===== src/rtl/sound_gen_map.vh =====
`ifndef SOUND_GEN_MAP_VH
`define SOUND_GEN_MAP_VH
// ****************************************
// Register offsets
// ****************************************
`define OFS_CONTROL          5'h00
`define OFS_ENVELOPE         5'h01
`define OFS_DIVIDER_HIGH     5'h02
`define OFS_DIVIDER_LOW      5'h03
`define OFS_TONE_HIGH        5'h04
`define OFS_TONE_LOW         5'h05
`define OFS_AMP_HIGH         5'h06
`define OFS_AMP_LOW          5'h07
`define OFS_STEP_HIGH        5'h08
`define OFS_STEP_LOW         5'h09
`define OFS_THRESHOLD_HIGH   5'h0a
`define OFS_THRESHOLD_LOW    5'h0b
`define OFS_SPAN_LENGTH      5'h0c
`define OFS_IRQ_ENABLE       5'h0d
`define OFS_IRQ_FLAG         5'h0e
`define OFS_LIVE_AMP_HIGH    5'h10
`define OFS_LIVE_AMP_LOW     5'h11
`define OFS_SPAN_COUNTER     5'h12
// ****************************************
// Field positions
// ****************************************
`define BIT_STOP             0
`define BIT_READY            1
`define BIT_ENABLE           7
`define BIT_DIRECTION        0
`define BIT_SHAPE_LO         1
`define BIT_SHAPE_HI         2
`define BIT_ENVELOPE_ENABLE  7
`define BIT_NEXT_DATA        0
// ****************************************
// Shape encodings and reset values
// ****************************************
`define SHAPE_LINEAR         2'h0
`define SHAPE_GONG           2'h1
`define SHAPE_EXPONENTIAL    2'h2
`define RESET_BYTE           8'h00
`define RESET_WORD11         11'h000
`define AMP_MAX              11'h7ff
`define GONG_MAX             16'hffff
`endif


===== src/rtl/sound_amplitude_tone_gen.v =====
// Strobed register access is this design's own decision.
`include "sound_gen_map.vh"

// Contract
// RULE1: Step value sets linear envelope increment
// RULE2: Threshold reached by >= attack, <= decay
// RULE3: One span is length plus one cycles
// RULE4: Envelope steps once per completed span
// RULE5: No envelope: span end reloads or stops
// RULE6: Interrupt while enable and flag set
// RULE7: Flag sets on load or stopped reload
// RULE8: Writing one clears flag, zero ignored
// RULE9: Live amplitude buffer alone drives output
// RULE10: Span counter advances on tone falling edge
// RULE11: Span counter wraps at length, zero when stopped
// RULE12: PWM duty is buffer over divider plus one
// RULE13: Amplitude writes wait for next reload
// RULE14: Tone half period is tone plus one ticks
// RULE15: Shape select linear, gong, exponential
// RULE16: Direction attack zero, decay one; gated
// RULE17: Config writes clear ready; zero stops
// RULE18: Divider splits clock by value plus one
module sound_amplitude_tone_gen #(
    parameter ADDR_W = 5
) (
    input  wire              sys_clk,
    input  wire              reset_n,
    input  wire [ADDR_W-1:0] reg_addr,
    input  wire [7:0]        reg_wdata,
    input  wire              reg_write,
    input  wire              reg_read,
    output reg  [7:0]        reg_rdata,
    output wire              irq,
    output wire              amp_pwm,
    output wire              tone_out,
    output wire              running_out
);

// ****************************************
// Configuration registers
// ****************************************
reg        gen_enable;
reg        stop_req;
reg        config_ready_bit;
reg        envelope_enable;
reg  [1:0] envelope_shape_select;
reg        envelope_direction;
reg  [7:0] tone_span_length;
reg        next_data_irq_enable;
reg        next_data_ready_flag;

// Word registers split over a high and a low byte
wire [10:0] clock_divider;
wire  [9:0] half_tone_period;
wire [10:0] amplitude_config;
wire [10:0] amplitude_step;
wire [10:0] amplitude_threshold;

// ****************************************
// Working buffers and counters
// ****************************************
reg        running;
reg        env_en_buf;
reg  [1:0] shape_buf;
reg        dir_buf;
reg [10:0] divider_buf;
reg  [9:0] tone_buf;
reg [10:0] live_amplitude;
reg [10:0] step_buf;
reg [10:0] threshold_buf;
reg  [7:0] span_buf;
reg [15:0] gong_acc;
reg [10:0] divider_count;
reg  [9:0] tone_count;
reg        tone_level;
reg  [7:0] tone_span_counter;

wire       write_hit = reg_write;
wire       is_config_write = write_hit && (reg_addr >= `OFS_ENVELOPE) && (reg_addr <= `OFS_SPAN_LENGTH);
wire       may_run = gen_enable && !stop_req;
wire       divider_tick = running && (divider_count == divider_buf);          // [RULE18]
wire       tone_wrap = divider_tick && (tone_count == tone_buf);              // [RULE14]
wire       tone_fall = tone_wrap && tone_level;                               // [RULE10]
wire       span_done = tone_fall && (tone_span_counter == span_buf);          // [RULE3] [RULE11]

// ****************************************
// Envelope arithmetic
// ****************************************
reg [11:0] wide_amp;
reg [16:0] wide_gong;
reg [15:0] next_gong_acc;
reg [10:0] next_amp;
reg        threshold_hit;

always @* begin
    wide_amp = 12'h000;
    wide_gong = 17'h00000;
    next_gong_acc = gong_acc;
    next_amp = live_amplitude;
    case (shape_buf)                                                          // [RULE15]
        `SHAPE_LINEAR: begin
            if (!dir_buf) begin                                               // [RULE16]
                wide_amp = {1'b0, live_amplitude} + {1'b0, step_buf};         // [RULE1]
                next_amp = wide_amp[11] ? `AMP_MAX : wide_amp[10:0];
            end else begin
                next_amp = (live_amplitude > step_buf) ? (live_amplitude - step_buf) : `RESET_WORD11; // [RULE1]
            end
        end
        `SHAPE_GONG: begin
            // Accumulator keeps five fraction bits so small amplitudes still move
            if (!dir_buf) begin
                // Saturate: a wrapped sum would drop the amplitude and miss a high threshold
                wide_gong = {1'b0, gong_acc} + {6'h00, gong_acc[15:5]};
                next_gong_acc = wide_gong[16] ? `GONG_MAX : wide_gong[15:0];
            end else begin
                next_gong_acc = gong_acc - {5'h00, gong_acc[15:5]};
            end
            next_amp = next_gong_acc[15:5];
        end
        `SHAPE_EXPONENTIAL: begin
            if (!dir_buf) begin
                next_amp = live_amplitude[10] ? `AMP_MAX : {live_amplitude[9:0], 1'b1};
            end else begin
                next_amp = {1'b0, live_amplitude[10:1]};
            end
        end
        default: begin
            // Reserved shape leaves the amplitude alone
            next_amp = live_amplitude;
        end
    endcase
    threshold_hit = dir_buf ? (next_amp <= threshold_buf) : (next_amp >= threshold_buf); // [RULE2]
end

// Reload point: threshold reached with envelope, or span end without it
wire env_active = env_en_buf;                                                 // [RULE16]
wire reload_point = span_done && (!env_active || threshold_hit);              // [RULE4] [RULE5]
wire start_load = may_run && !running && config_ready_bit;
wire do_load = start_load || (reload_point && config_ready_bit);              // [RULE5]
wire do_halt = (reload_point && !config_ready_bit) || !may_run;               // [RULE17]
// A stop in the same cycle as a reload wins, so no flag for a load that never lands
wire flag_set = (do_load && may_run) || (reload_point && !config_ready_bit);  // [RULE7]

// ****************************************
// Byte-split word registers
// ****************************************
split_word_reg #(
    .WIDTH(11)
) u_divider_word (
    .sys_clk    (sys_clk),
    .reset_n    (reset_n),
    .write_high (write_hit && (reg_addr == `OFS_DIVIDER_HIGH)),
    .write_low  (write_hit && (reg_addr == `OFS_DIVIDER_LOW)),
    .wdata      (reg_wdata),
    .value      (clock_divider)                                               // [RULE18]
);

split_word_reg #(
    .WIDTH(10)
) u_tone_word (
    .sys_clk    (sys_clk),
    .reset_n    (reset_n),
    .write_high (write_hit && (reg_addr == `OFS_TONE_HIGH)),
    .write_low  (write_hit && (reg_addr == `OFS_TONE_LOW)),
    .wdata      (reg_wdata),
    .value      (half_tone_period)                                            // [RULE14]
);

split_word_reg #(
    .WIDTH(11)
) u_amplitude_word (
    .sys_clk    (sys_clk),
    .reset_n    (reset_n),
    .write_high (write_hit && (reg_addr == `OFS_AMP_HIGH)),
    .write_low  (write_hit && (reg_addr == `OFS_AMP_LOW)),
    .wdata      (reg_wdata),
    .value      (amplitude_config)                                            // [RULE13]
);

split_word_reg #(
    .WIDTH(11)
) u_step_word (
    .sys_clk    (sys_clk),
    .reset_n    (reset_n),
    .write_high (write_hit && (reg_addr == `OFS_STEP_HIGH)),
    .write_low  (write_hit && (reg_addr == `OFS_STEP_LOW)),
    .wdata      (reg_wdata),
    .value      (amplitude_step)                                              // [RULE1]
);

split_word_reg #(
    .WIDTH(11)
) u_threshold_word (
    .sys_clk    (sys_clk),
    .reset_n    (reset_n),
    .write_high (write_hit && (reg_addr == `OFS_THRESHOLD_HIGH)),
    .write_low  (write_hit && (reg_addr == `OFS_THRESHOLD_LOW)),
    .wdata      (reg_wdata),
    .value      (amplitude_threshold)                                         // [RULE2]
);

// ****************************************
// Register writes
// ****************************************
always @(posedge sys_clk or negedge reset_n) begin
    if (!reset_n) begin
        gen_enable <= 1'b0;
        stop_req <= 1'b0;
        config_ready_bit <= 1'b0;
        envelope_enable <= 1'b0;
        envelope_shape_select <= 2'h0;
        envelope_direction <= 1'b0;
        tone_span_length <= `RESET_BYTE;
        next_data_irq_enable <= 1'b0;
    end else if (write_hit) begin
        if (is_config_write) begin
            config_ready_bit <= 1'b0;                                         // [RULE17]
        end
        case (reg_addr)
            `OFS_CONTROL: begin
                gen_enable <= reg_wdata[`BIT_ENABLE];
                config_ready_bit <= reg_wdata[`BIT_READY];
                stop_req <= reg_wdata[`BIT_STOP];
            end
            `OFS_ENVELOPE: begin
                envelope_enable <= reg_wdata[`BIT_ENVELOPE_ENABLE];
                envelope_shape_select <= reg_wdata[`BIT_SHAPE_HI:`BIT_SHAPE_LO];
                envelope_direction <= reg_wdata[`BIT_DIRECTION];
            end
            // Word registers take their bytes in the split instances
            `OFS_SPAN_LENGTH:    tone_span_length <= reg_wdata;
            `OFS_IRQ_ENABLE:     next_data_irq_enable <= reg_wdata[`BIT_NEXT_DATA];
            default: begin
                // Read-only and unmapped offsets ignore writes
            end
        endcase
    end
end

// Hardware set wins over a software clear in the same cycle
always @(posedge sys_clk or negedge reset_n) begin
    if (!reset_n) begin
        next_data_ready_flag <= 1'b0;
    end else if (flag_set) begin
        next_data_ready_flag <= 1'b1;                                         // [RULE7]
    end else if (write_hit && (reg_addr == `OFS_IRQ_FLAG) && reg_wdata[`BIT_NEXT_DATA]) begin
        next_data_ready_flag <= 1'b0;                                         // [RULE8]
    end
end

// ****************************************
// Buffers, envelope and counters
// ****************************************
always @(posedge sys_clk or negedge reset_n) begin
    if (!reset_n) begin
        running <= 1'b0;
        env_en_buf <= 1'b0;
        shape_buf <= 2'h0;
        dir_buf <= 1'b0;
        divider_buf <= `RESET_WORD11;
        tone_buf <= 10'h000;
        live_amplitude <= `RESET_WORD11;
        step_buf <= `RESET_WORD11;
        threshold_buf <= `RESET_WORD11;
        span_buf <= `RESET_BYTE;
        gong_acc <= 16'h0000;
        divider_count <= `RESET_WORD11;
        tone_count <= 10'h000;
        tone_level <= 1'b0;
        tone_span_counter <= `RESET_BYTE;
    end else if (do_halt) begin
        running <= 1'b0;
        divider_count <= `RESET_WORD11;
        tone_count <= 10'h000;
        tone_level <= 1'b0;
        tone_span_counter <= `RESET_BYTE;                                     // [RULE11]
        // The step that reaches the threshold still lands before a stop for a cleared ready bit, not when may_run is low
        if (reload_point && env_active && may_run) begin
            live_amplitude <= next_amp;                                       // [RULE4] [RULE9]
            gong_acc <= next_gong_acc;
        end
    end else if (do_load) begin
        // Every buffer takes its register together, counters restart
        running <= 1'b1;
        env_en_buf <= envelope_enable;
        shape_buf <= envelope_shape_select;
        dir_buf <= envelope_direction;
        divider_buf <= clock_divider;
        tone_buf <= half_tone_period;
        live_amplitude <= amplitude_config;                                   // [RULE9] [RULE13]
        step_buf <= amplitude_step;
        threshold_buf <= amplitude_threshold;
        span_buf <= tone_span_length;
        gong_acc <= {amplitude_config, envelope_direction ? 5'h1f : 5'h00};
        divider_count <= `RESET_WORD11;
        tone_count <= 10'h000;
        tone_level <= 1'b0;
        tone_span_counter <= `RESET_BYTE;
    end else if (running) begin
        divider_count <= divider_tick ? `RESET_WORD11 : divider_count + 11'h001; // [RULE18]
        if (divider_tick) begin
            tone_count <= tone_wrap ? 10'h000 : tone_count + 10'h001;        // [RULE14]
        end
        if (tone_wrap) begin
            tone_level <= ~tone_level;                                        // [RULE14]
        end
        if (tone_fall) begin
            tone_span_counter <= span_done ? `RESET_BYTE : tone_span_counter + 8'h01; // [RULE10] [RULE11]
        end
        if (span_done && env_active) begin
            live_amplitude <= next_amp;                                       // [RULE4] [RULE9]
            gong_acc <= next_gong_acc;
        end
    end
end

// ****************************************
// Outputs and read-back
// ****************************************
// Counter never exceeds the divider, so a buffer above it yields full duty
assign amp_pwm = running && (divider_count < live_amplitude);                 // [RULE12] [RULE9]
assign tone_out = tone_level;
assign running_out = running;
assign irq = next_data_irq_enable && next_data_ready_flag;                    // [RULE6]

always @(posedge sys_clk or negedge reset_n) begin
    if (!reset_n) begin
        reg_rdata <= `RESET_BYTE;
    end else if (reg_read) begin
        case (reg_addr)
            `OFS_CONTROL:        reg_rdata <= {gen_enable, 5'h00, config_ready_bit, stop_req};
            `OFS_ENVELOPE:       reg_rdata <= {envelope_enable, 4'h0, envelope_shape_select, envelope_direction};
            `OFS_DIVIDER_HIGH:   reg_rdata <= {5'h00, clock_divider[10:8]};
            `OFS_DIVIDER_LOW:    reg_rdata <= clock_divider[7:0];
            `OFS_TONE_HIGH:      reg_rdata <= {6'h00, half_tone_period[9:8]};
            `OFS_TONE_LOW:       reg_rdata <= half_tone_period[7:0];
            `OFS_AMP_HIGH:       reg_rdata <= {5'h00, amplitude_config[10:8]};
            `OFS_AMP_LOW:        reg_rdata <= amplitude_config[7:0];
            `OFS_STEP_HIGH:      reg_rdata <= {5'h00, amplitude_step[10:8]};
            `OFS_STEP_LOW:       reg_rdata <= amplitude_step[7:0];
            `OFS_THRESHOLD_HIGH: reg_rdata <= {5'h00, amplitude_threshold[10:8]};
            `OFS_THRESHOLD_LOW:  reg_rdata <= amplitude_threshold[7:0];
            `OFS_SPAN_LENGTH:    reg_rdata <= tone_span_length;
            `OFS_IRQ_ENABLE:     reg_rdata <= {7'h00, next_data_irq_enable};
            `OFS_IRQ_FLAG:       reg_rdata <= {7'h00, next_data_ready_flag};
            `OFS_LIVE_AMP_HIGH:  reg_rdata <= {5'h00, live_amplitude[10:8]};
            `OFS_LIVE_AMP_LOW:   reg_rdata <= live_amplitude[7:0];
            `OFS_SPAN_COUNTER:   reg_rdata <= tone_span_counter;
            default:             reg_rdata <= `RESET_BYTE;
        endcase
    end else begin
        reg_rdata <= `RESET_BYTE;
    end
end

endmodule // sound_amplitude_tone_gen

// ****************************************
// Byte-split word register
// ****************************************
// Bits above the low byte sit in the low bits of the high byte; the rest of that byte is dropped
module split_word_reg #(
    parameter WIDTH = 11
) (
    input  wire             sys_clk,
    input  wire             reset_n,
    input  wire             write_high,
    input  wire             write_low,
    input  wire [7:0]       wdata,
    output reg  [WIDTH-1:0] value
);

always @(posedge sys_clk or negedge reset_n) begin
    if (!reset_n) begin
        value <= {WIDTH{1'b0}};
    end else if (write_high) begin
        value[WIDTH-1:8] <= wdata[WIDTH-9:0];
    end else if (write_low) begin
        value[7:0] <= wdata;
    end
end

endmodule // split_word_reg


===== config.mk =====
export PLATFORM = sky130hd
export DESIGN_NAME = sound_amplitude_tone_gen
export DESIGN_NICKNAME = d
export VERILOG_FILES = /design/src/rtl/sound_amplitude_tone_gen.v
export VERILOG_INCLUDE_DIRS = /design/src /design/src/rtl
export SDC_FILE = /design/constraint.sdc
export NUM_CORES = 1
export LEC_CHECK = 0
export ABC_AREA = 1
export BUFFER_PORTS_ARGS = -buffer_cell sky130_fd_sc_hd__clkbuf_2
export CAP_MARGIN = 40
export CORE_MARGIN = 2
export CORE_UTILIZATION = 65
export DETAILED_ROUTE_END_ITERATION = 8
export HOLD_SLACK_MARGIN = 0.03
export PLACE_DENSITY_LB_ADDON = 0.3
export SYNTH_ARGS = -nofsm -noshare
export SYNTH_HDL_FRONTEND = slang
export SYNTH_HIERARCHICAL = 1
export SYNTH_SLANG_ARGS = --single-unit

===== constraint.sdc =====
create_clock -name sys_clk -period 10.5 [get_ports sys_clk]
set_input_delay 1.575 -clock sys_clk [delete_from_list [all_inputs] [get_ports sys_clk]]
set_output_delay 1.575 -clock sys_clk [all_outputs]
set_load 0.02 [all_outputs]

After elaboration in Yosys (flattened, before gate mapping)
Index checks and enable logic that the tools add are counted.

cells by class
  magnitude comparators = 6
  reductions and logical operators = 64
  equality and inequality tests = 23
  bitwise operators = 7
  add/subtract/negate cells = 7
  muxes and demuxes = 47

operator list
  cell                                            count
  two-way mux 11 bit                              14
  one-hot mux 8 bit (18 select lines)             1
  two-way mux 16 bit                              8
  two-way mux 10 bit                              5
  two-way mux 8 bit                               6
  == test 5 x 4 -> 1 bit (second input constant)  7
  one-hot mux 11 bit (3 select lines)             1
  logical AND 1 bit                               30
  AND reduction 2 bit                             14
  == test 5 x 3 -> 1 bit (second input constant)  4
  adder 16 x 11 -> 17 bit                         1
  subtractor 16 x 11 -> 16 bit                    1
  == test 5 bit (second input constant)           3
  nonzero test 3 bit                              5
  adder 11 x 11 -> 12 bit                         1
  adder 11 x 1 -> 11 bit (second input constant)  1
  == test 11 bit                                  1
  greater-or-equal comparator 11 bit              1
  > comparator 11 bit                             1
  <= comparator 11 bit                            1
  < comparator 11 bit                             1
  two-way mux 1 bit                               11
  subtractor 11 bit                               1
  adder 10 x 1 -> 10 bit (second input constant)  1
  18 further kinds                                34

storage, ports and cells
  input bits = 17
  register bits after elaboration = 192
  word-level logic and storage cells = 189

Depth between registers and ports, before layout
  depth after elaboration = 13
  depth in mapped cells = 37

By module
Netlist, hierarchy kept.

modules (own cells, without submodules)
  module                                  area each (um2)  seq. area each (um2)  cells an instance  instances
  sound_amplitude_tone_gen                11,613.6         3,453.3               1,779              1
  split_word_reg at u_amplitude_word ...  478.0            275.3                 48                 4
  split_word_reg at u_tone_word           405.4            250.2                 44                 1

Worst setup path after synthesis
No wires, ideal clock.

  kind = register -> register
  from = register gong_acc[12]
  to = register tone_count[8]
  arrival = 3.825 ns
  cell stages (with the launch flop) = 34
  data required time = 10.373 ns
  path slack = 6.548 ns
  clock period less this slack = 3.952 ns
  library setup time = 0.127 ns
  path through = dfrtp_1 > clkbuf_1 > inv_1 > ha_1 > inv_1 > nand2_1 > nand2_1 > inv_1 > nand3_1 > nand3_1 > nand2_1 > nand2_1 > buf_2 > nand3_1 > nand2_1 > nand3_1 > nand2_1 > inv_1 > ha_1 > nand2_1 > nor2_1 > and2_1 > nand2_1 > nand3_1 > nand2_1 > nand2_1 > nand2_1 > nand2_4 > o211ai_4 > nor2_2 > inv_1 > buf_2 > nand3_1 > o21ai_0

between the ends
  cells in the longest elaborated chain, start to end = 12
  elaborated cells between the ends (all ways) = 19

RTL lines
  what                                                                               RTL line                                                        text
  start: declaration                                                                 sound_amplitude_tone_gen.v:72                                   reg [15:0] gong_acc;
  start signal: assignment                                                           sound_amplitude_tone_gen.v:280                                  gong_acc <= next_gong_acc;
  start signal: assignment                                                           sound_amplitude_tone_gen.v:294                                  gong_acc <= {amplitude_config, envelope_direction ? 5'h1f : 5'h00};
  start signal: assignment                                                           sound_amplitude_tone_gen.v:312                                  gong_acc <= next_gong_acc;
  adder 16 x 11 -> 17 bit                                                            sound_amplitude_tone_gen.v:113                                  wide_gong = {1'b0, gong_acc} + {6'h00, gong_acc[15:5]};
  two-way mux 16 bit                                                                 sound_amplitude_tone_gen.v:114                                  next_gong_acc = wide_gong[16] ? `GONG_MAX : wide_gong[15:0];
  two-way mux 16 bit *                                                               sound_amplitude_tone_gen.v:111                                  if (!dir_buf) begin
  one-hot mux 11 bit (3 select lines) *                                              sound_amplitude_tone_gen.v:100                                  case (shape_buf)
  greater-or-equal comparator 11 bit / <= comparator 11 bit (equally long branches)  sound_amplitude_tone_gen.v:132                                  threshold_hit = dir_buf ? (next_amp <= threshold_buf) : (next_amp >= threshold_buf);
  two-way mux 1 bit *                                                                sound_amplitude_tone_gen.v:132
  logical OR 1 bit *                                                                 sound_amplitude_tone_gen.v:137                                  wire reload_point = span_done && (!env_active || threshold_hit);
  logical AND 1 bit *                                                                sound_amplitude_tone_gen.v:137
  logical AND 1 bit (on tied branches)                                               sound_amplitude_tone_gen.v:139, sound_amplitude_tone_gen.v:140
  logical OR 1 bit (on tied branches)                                                sound_amplitude_tone_gen.v:139, sound_amplitude_tone_gen.v:140
  nonzero test 3 bit (no line) / two-way mux 10 bit (equally long branches)          --
  AND reduction 2 bit (no line) / two-way mux 10 bit (equally long branches)         --
  end signal: assignment                                                             sound_amplitude_tone_gen.v:302                                  tone_count <= tone_wrap ? 10'h000 : tone_count + 10'h001;
  end: declaration                                                                   sound_amplitude_tone_gen.v:74                                   reg [9:0] tone_count;

Mark *: on every way between the ends. The rest lies on a longest branch, timed or not.
A chain may end at the register's enable or synchronous reset.

Worst setup path after layout
  from = register gong_acc[14]
  to = register gong_acc[9]

between the ends
  cells in the longest elaborated chain, start to end = 12
  elaborated cells between the ends (all ways) = 26

RTL lines
  what                                                                               RTL line                                                                                        text
  adder 16 x 11 -> 17 bit                                                            sound_amplitude_tone_gen.v:113
  two-way mux 16 bit                                                                 sound_amplitude_tone_gen.v:114
  two-way mux 16 bit *                                                               sound_amplitude_tone_gen.v:111
  one-hot mux 11 bit (3 select lines)                                                sound_amplitude_tone_gen.v:100
  greater-or-equal comparator 11 bit / <= comparator 11 bit (equally long branches)  sound_amplitude_tone_gen.v:132
  two-way mux 1 bit                                                                  sound_amplitude_tone_gen.v:132
  logical OR 1 bit                                                                   sound_amplitude_tone_gen.v:137
  logical AND 1 bit                                                                  sound_amplitude_tone_gen.v:137
  logical AND 1 bit (on tied branches)                                               sound_amplitude_tone_gen.v:140, sound_amplitude_tone_gen.v:139, sound_amplitude_tone_gen.v:278
  logical OR 1 bit, or another cell as far along                                     sound_amplitude_tone_gen.v:140                                                                  wire do_halt = (reload_point && !config_ready_bit) || !may_run;
  inequality test 2 x 1 -> 1 bit (no line), or another cell as far along             --
  AND reduction 3 bit (no line) / two-way mux 16 bit (equally long branches)         --

Mark *: on every way between the ends. The rest lies on a longest branch, timed or not. The select of a mux whose other input is x is not followed.

==> Implementation_results.wiki <==
{| class="wikitable"
! Metric !! Value
|-
| Initial Utilization || 66.3%
|-
| Smallest setup slack after layout || 4.69 ns
|-
| FP Rows || 53
|-
| Utilization after layout || 70.3%
|-
| Setup CP Type || register to register
|-
| Worst min path class || register to register
|-
| Synth-to-layout area growth || 6.13%
|-
| Endpoint, Worst Hold || u_amplitude_word/value[0]
|-
| Avg Inst Size Synth || ~6.9 µm²
|-
| Combined global-route utilization of all metal layers || between 40% and 50%
|-
| Cell area after synthesis || between 10000 and 15000 µm²
|-
| Number of instances in the placed design || 2268
|-
| Core Footprint || 21000 µm²
|-
| Max-Slew Margin vs Limit || 38.8%
|-
| Type of element launching the critical path || register
|-
| Outcome || complete, no violations
|-
| TritonCTS Buffers || 17
|-
| Post-CTS Setup Repair Bufs || 0
|-
| Final hold violation count || 0
|-
| Data arrival, critical path || 6.18 ns
|-
| FMAX || between 0.15 and 0.2 GHz
|-
| Count of filler cells inserted in the layout || between 1500 and 2000
|-
| Antenna-violating nets left || 0
|-
| CTS tree || built
|-
| Maximum Capacitance Violations || 0
|-
| Depth of the CTS H-tree || 4
|-
| Unrepaired setup endpoints after global routing || false
|-
| PD cells || ~190 nW/µm²
|-
| Area share of fa/ha/maj cells after synthesis || under 10%
|-
| Area share of and/or/nand/nor cells after synthesis || 35.9%
|-
| Number of warnings issued by yosys || 6
|-
| Gate Count Post-Synth || 2015
|-
| Cell type with the highest occurrence count on the critical path || sky130_fd_sc_hd__nand2_1
|-
| Maximum net fanout on the critical path || just over 60
|-
| Initial antenna violation count || 0
|-
| Area used by multi-input combinational logic || around 7800 µm²
|-
| Share of layout cells above drive strength 1 || 8.05%
|-
| Count of placed standard cells in the final layout, fillers left out || 2300
|-
| Final clock skew || about 0.017 ns
|-
| Start of the worst register-to-register path || gong_acc[14]
|-
| Multiplexer fraction of the synthesized cell area || less than 1%
|-
| Net total in the final layout || 2101
|-
| Die Area || ~23000 µm²
|-
| Peak VDD IR || 0.000132 V
|-
| Synth cell types || 59
|-
| Period minus WS final || 5.81 ns
|-
| IO Pins || 29
|-
| Commonest non-fill, non-tap cell in the layout || sky130_fd_sc_hd__nand2_1
|-
| Worst reg-to-reg setup slack || 4.69 ns
|-
| Least-Margin Pin Slew || around 0.9 ns
|-
| Crit-path slowest cell || sky130_fd_sc_hd__ha_1
|-
| Synthesized net count || around 2100
|-
| Xor/xnor share of the synthesized area || roughly 1.9%
|-
| Number of detailed-route iterations in the first pass || 8
|-
| Startpoint of the worst hold path || u_amplitude_word/value[0]
|-
| Static leakage power || about 7.6 nW
|-
| Flip-flop and latch count after synthesis || around 190
|-
| Main combinational cell family by area after synthesis || simple AND/OR/NAND/NOR gates
|-
| Number of enable flip-flop cells after synthesis || 0
|-
| Predominant post-synthesis flop cell || sky130_fd_sc_hd__dfrtp_1
|-
| Clk pin slew, worst setup/hold paths || roughly 0.07 ns
|-
| Total congestion overflow after global routing || 0
|-
| Max-slew violations || 0
|-
| Root buffer selected by CTS || sky130_fd_sc_hd__clkbuf_16
|-
| Wire length after detailed routing || 46.2 mm
|-
| Final-report setup violation count || 0
|-
| FF-to-FF path depth || 30
|-
| Delay of the slowest cell on the worst path || 0.59 ns
|-
| Inserted Diodes || 0
|-
| Final GP Congestion || around 1.0
|-
| Final worst path period share || a little under three fifths
|-
| Placement Setup Slack || approximately 5 ns
|-
| Number of vias after detailed routing || between 10000 and 15000
|-
| Final setup TNS || 0 ns
|-
| Setup crit end kind || register
|-
| Residual DRC || 0
|-
| Count of instances resized after the clock tree is built || 0
|-
| Required time of the worst setup path || between 10 and 15 ns
|-
| Total area of sequential cells || slightly below 5000 µm²
|-
| Die span in y || about 150 µm
|-
| Reg-to-reg endpoint || gong_acc[9]
|-
| Detailed placer's ending HPWL || 34.8 mm
|-
| Starting DRT DRC Count || ~1900
|-
| Insertion delay of the later-clocked pin in the worst-skew pair || 0.46 ns
|-
| Number of vias per cell || slightly above 6
|-
| Count of buffers from port buffering || 28
|-
| Share of synthesized area occupied by flip-flops and latches || 34.5%
|-
| Async set-or-reset flop fraction in the synthesized netlist || 100%
|-
| Vias in the first global route || 13100
|-
| Sinks on Clock Net || 192
|-
| Highest-count cells in the layout ignoring fill and taps || 696 x sky130_fd_sc_hd__nand2_1, 223 x sky130_fd_sc_hd__inv_1, 192 x sky130_fd_sc_hd__dfrtp_1, 156 x sky130_fd_sc_hd__nor2_1, 148 x sky130_fd_sc_hd__nand3_1
|-
| Area fraction in compound gates after synthesis || roughly 11%
|-
| Post-CTS Hold Fix Bufs || 0
|-
| Horiz. Die Dim || about 150 µm
|-
| Wire length of the first global-routing pass || around 73 mm
|-
| Number of buffers between clock root and the deepest sink || 2
|-
| Number of cells on the worst hold path || 2
|-
| Routed length per placed instance || ~20 µm
|-
| Largest net degree at the start of global routing || 113
|}
[final cells by class]
cell class / count / area share, %
Clock buffer: 19 / 3.00
Clock inverter: 13 / 0.948
Inverter: 249 / 6.36
Multi-Input combinational cell: 1511 / 52.6
Sequential cell: 192 / 32.5
Tap cell: 275 / 2.33
Timing Repair Buffer: 41 / 2.26
[synthesized netlist by cell type, types with 3 or more instances]
library cell	n	area share, %
sky130_fd_sc_hd__buf_2	13	0.47
sky130_fd_sc_hd__and2_1	6	0.27
sky130_fd_sc_hd__a21oi_1	72	2.6
sky130_fd_sc_hd__nor2_4	5	0.40
sky130_fd_sc_hd__nor2_1	156	4.2
sky130_fd_sc_hd__a22o_1	6	0.38
sky130_fd_sc_hd__clkbuf_1	25	0.67
sky130_fd_sc_hd__o21ai_1	52	1.9
sky130_fd_sc_hd__nand2_4	8	0.65
sky130_fd_sc_hd__o21bai_1	3	0.16
sky130_fd_sc_hd__inv_1	223	6.0
sky130_fd_sc_hd__buf_4	6	0.32
sky130_fd_sc_hd__inv_2	19	0.51
sky130_fd_sc_hd__o22ai_1	9	0.40
sky130_fd_sc_hd__nand2_1	696	19
sky130_fd_sc_hd__o21ai_2	3	0.19
sky130_fd_sc_hd__mux2_2	4	0.32
sky130_fd_sc_hd__nand2_2	5	0.22
sky130_fd_sc_hd__o21a_1	3	0.16
sky130_fd_sc_hd__xnor2_1	3	0.19
sky130_fd_sc_hd__nor3_1	36	1.3
sky130_fd_sc_hd__ha_1	68	6.1
sky130_fd_sc_hd__clkinv_1	5	0.13
sky130_fd_sc_hd__nand4_1	27	1.2
sky130_fd_sc_hd__o2111ai_1	3	0.19
sky130_fd_sc_hd__buf_6	16	1.3
sky130_fd_sc_hd__nand3_2	28	2.0
sky130_fd_sc_hd__a31oi_1	3	0.13
sky130_fd_sc_hd__o21ai_0	68	2.4
sky130_fd_sc_hd__o211ai_1	4	0.22
sky130_fd_sc_hd__a32oi_1	3	0.19
sky130_fd_sc_hd__nor3b_1	5	0.27
sky130_fd_sc_hd__fa_1	4	0.57
sky130_fd_sc_hd__a221oi_1	17	1.1
sky130_fd_sc_hd__nor2_2	10	0.45
sky130_fd_sc_hd__xor2_1	27	1.7
sky130_fd_sc_hd__nand3_1	148	5.3
sky130_fd_sc_hd__nor4_1	7	0.31
sky130_fd_sc_hd__dfrtp_1	192	34
[power breakdown]
part | total (W) | internal, W | switching (W) | leakage [nW]
clock network | 0.000656 | 0.000324 | 0.000332 | 0.287
logic | 0.00115 | 0.000352 | 0.000803 | 4.77
registers | 0.000986 | 0.000835 | 0.000151 | 2.55
[layer usage]
metal / vias to the layer above / share of wire [%] / track usage [%]
met5: - / 0 / 0
met4: 0 / 5.5 / 22.2
met3: 200 / 11 / 9.58
met2: 968 / 44 / 63.0
met1: 6481 / 39 / 57.3
li1: 6492 / - / -
[worst max-delay path by stage]
stage / from / end / slack, ns / cells after the start
floorplan: gong_acc[12] / tone_count[8] / 6.55 / 33
global placement: gong_acc[14] / gong_acc[9] / 4.76 / 29
detailed placement: gong_acc[14] / gong_acc[9] / 4.94 / 30
CTS: gong_acc[14] / gong_acc[9] / 4.84 / 30
global route: gong_acc[14] / gong_acc[9] / 4.24 / 30
finish: gong_acc[14] / gong_acc[9] / 4.69 / 30
[worst max-delay path: cells and delay by family (launching register included)]
| family | cells | cell delay, ns |
|---|---|---|
| DFF | 1 | 0.51 |
| adders and majority gates | 2 | 0.87 |
| AOI/OAI and AO/OA | 3 | 0.54 |
| and+or+nand+nor | 21 | 2.73 |
| buffers and inverters | 4 | 1.06 |
[sequential cells by signal (all words and copies together), names as in the netlist, 11 cells and up]
register / cells
u_step_word/value: 11
u_divider_word/value: 11
gong_acc: 16
divider_count: 11
u_amplitude_word/value: 11
divider_buf: 11
u_threshold_word/value: 11
step_buf: 11
live_amplitude: 11
threshold_buf: 11
[per-stage QoR]
stage	cell area, µm²	hold WS [ns]	total power, W
floorplan	13900	0.442	0.00173
global placement	14100	0.453	0.00209
detailed placement	14200	0.475	0.00210
CTS	14800	0.492	0.00276
global route	14800	0.516	0.00297
finish	14800	0.492	0.00280
[cells by family (layout without fill, tap and decap cells)]
| family | after synthesis | after routing |
|---|---|---|
| AOI/OAI and AO/OA | 260 | 260 |
| xor gates and xnor gates | 30 | 30 |
| adders and majority gates | 72 | 72 |
| buffers and inverters | 312 | 322 |
| DFF | 192 | 192 |
| muxes | 5 | 5 |
| and+or+nand+nor | 1144 | 1144 |
(Power assumes the default switching activity.)
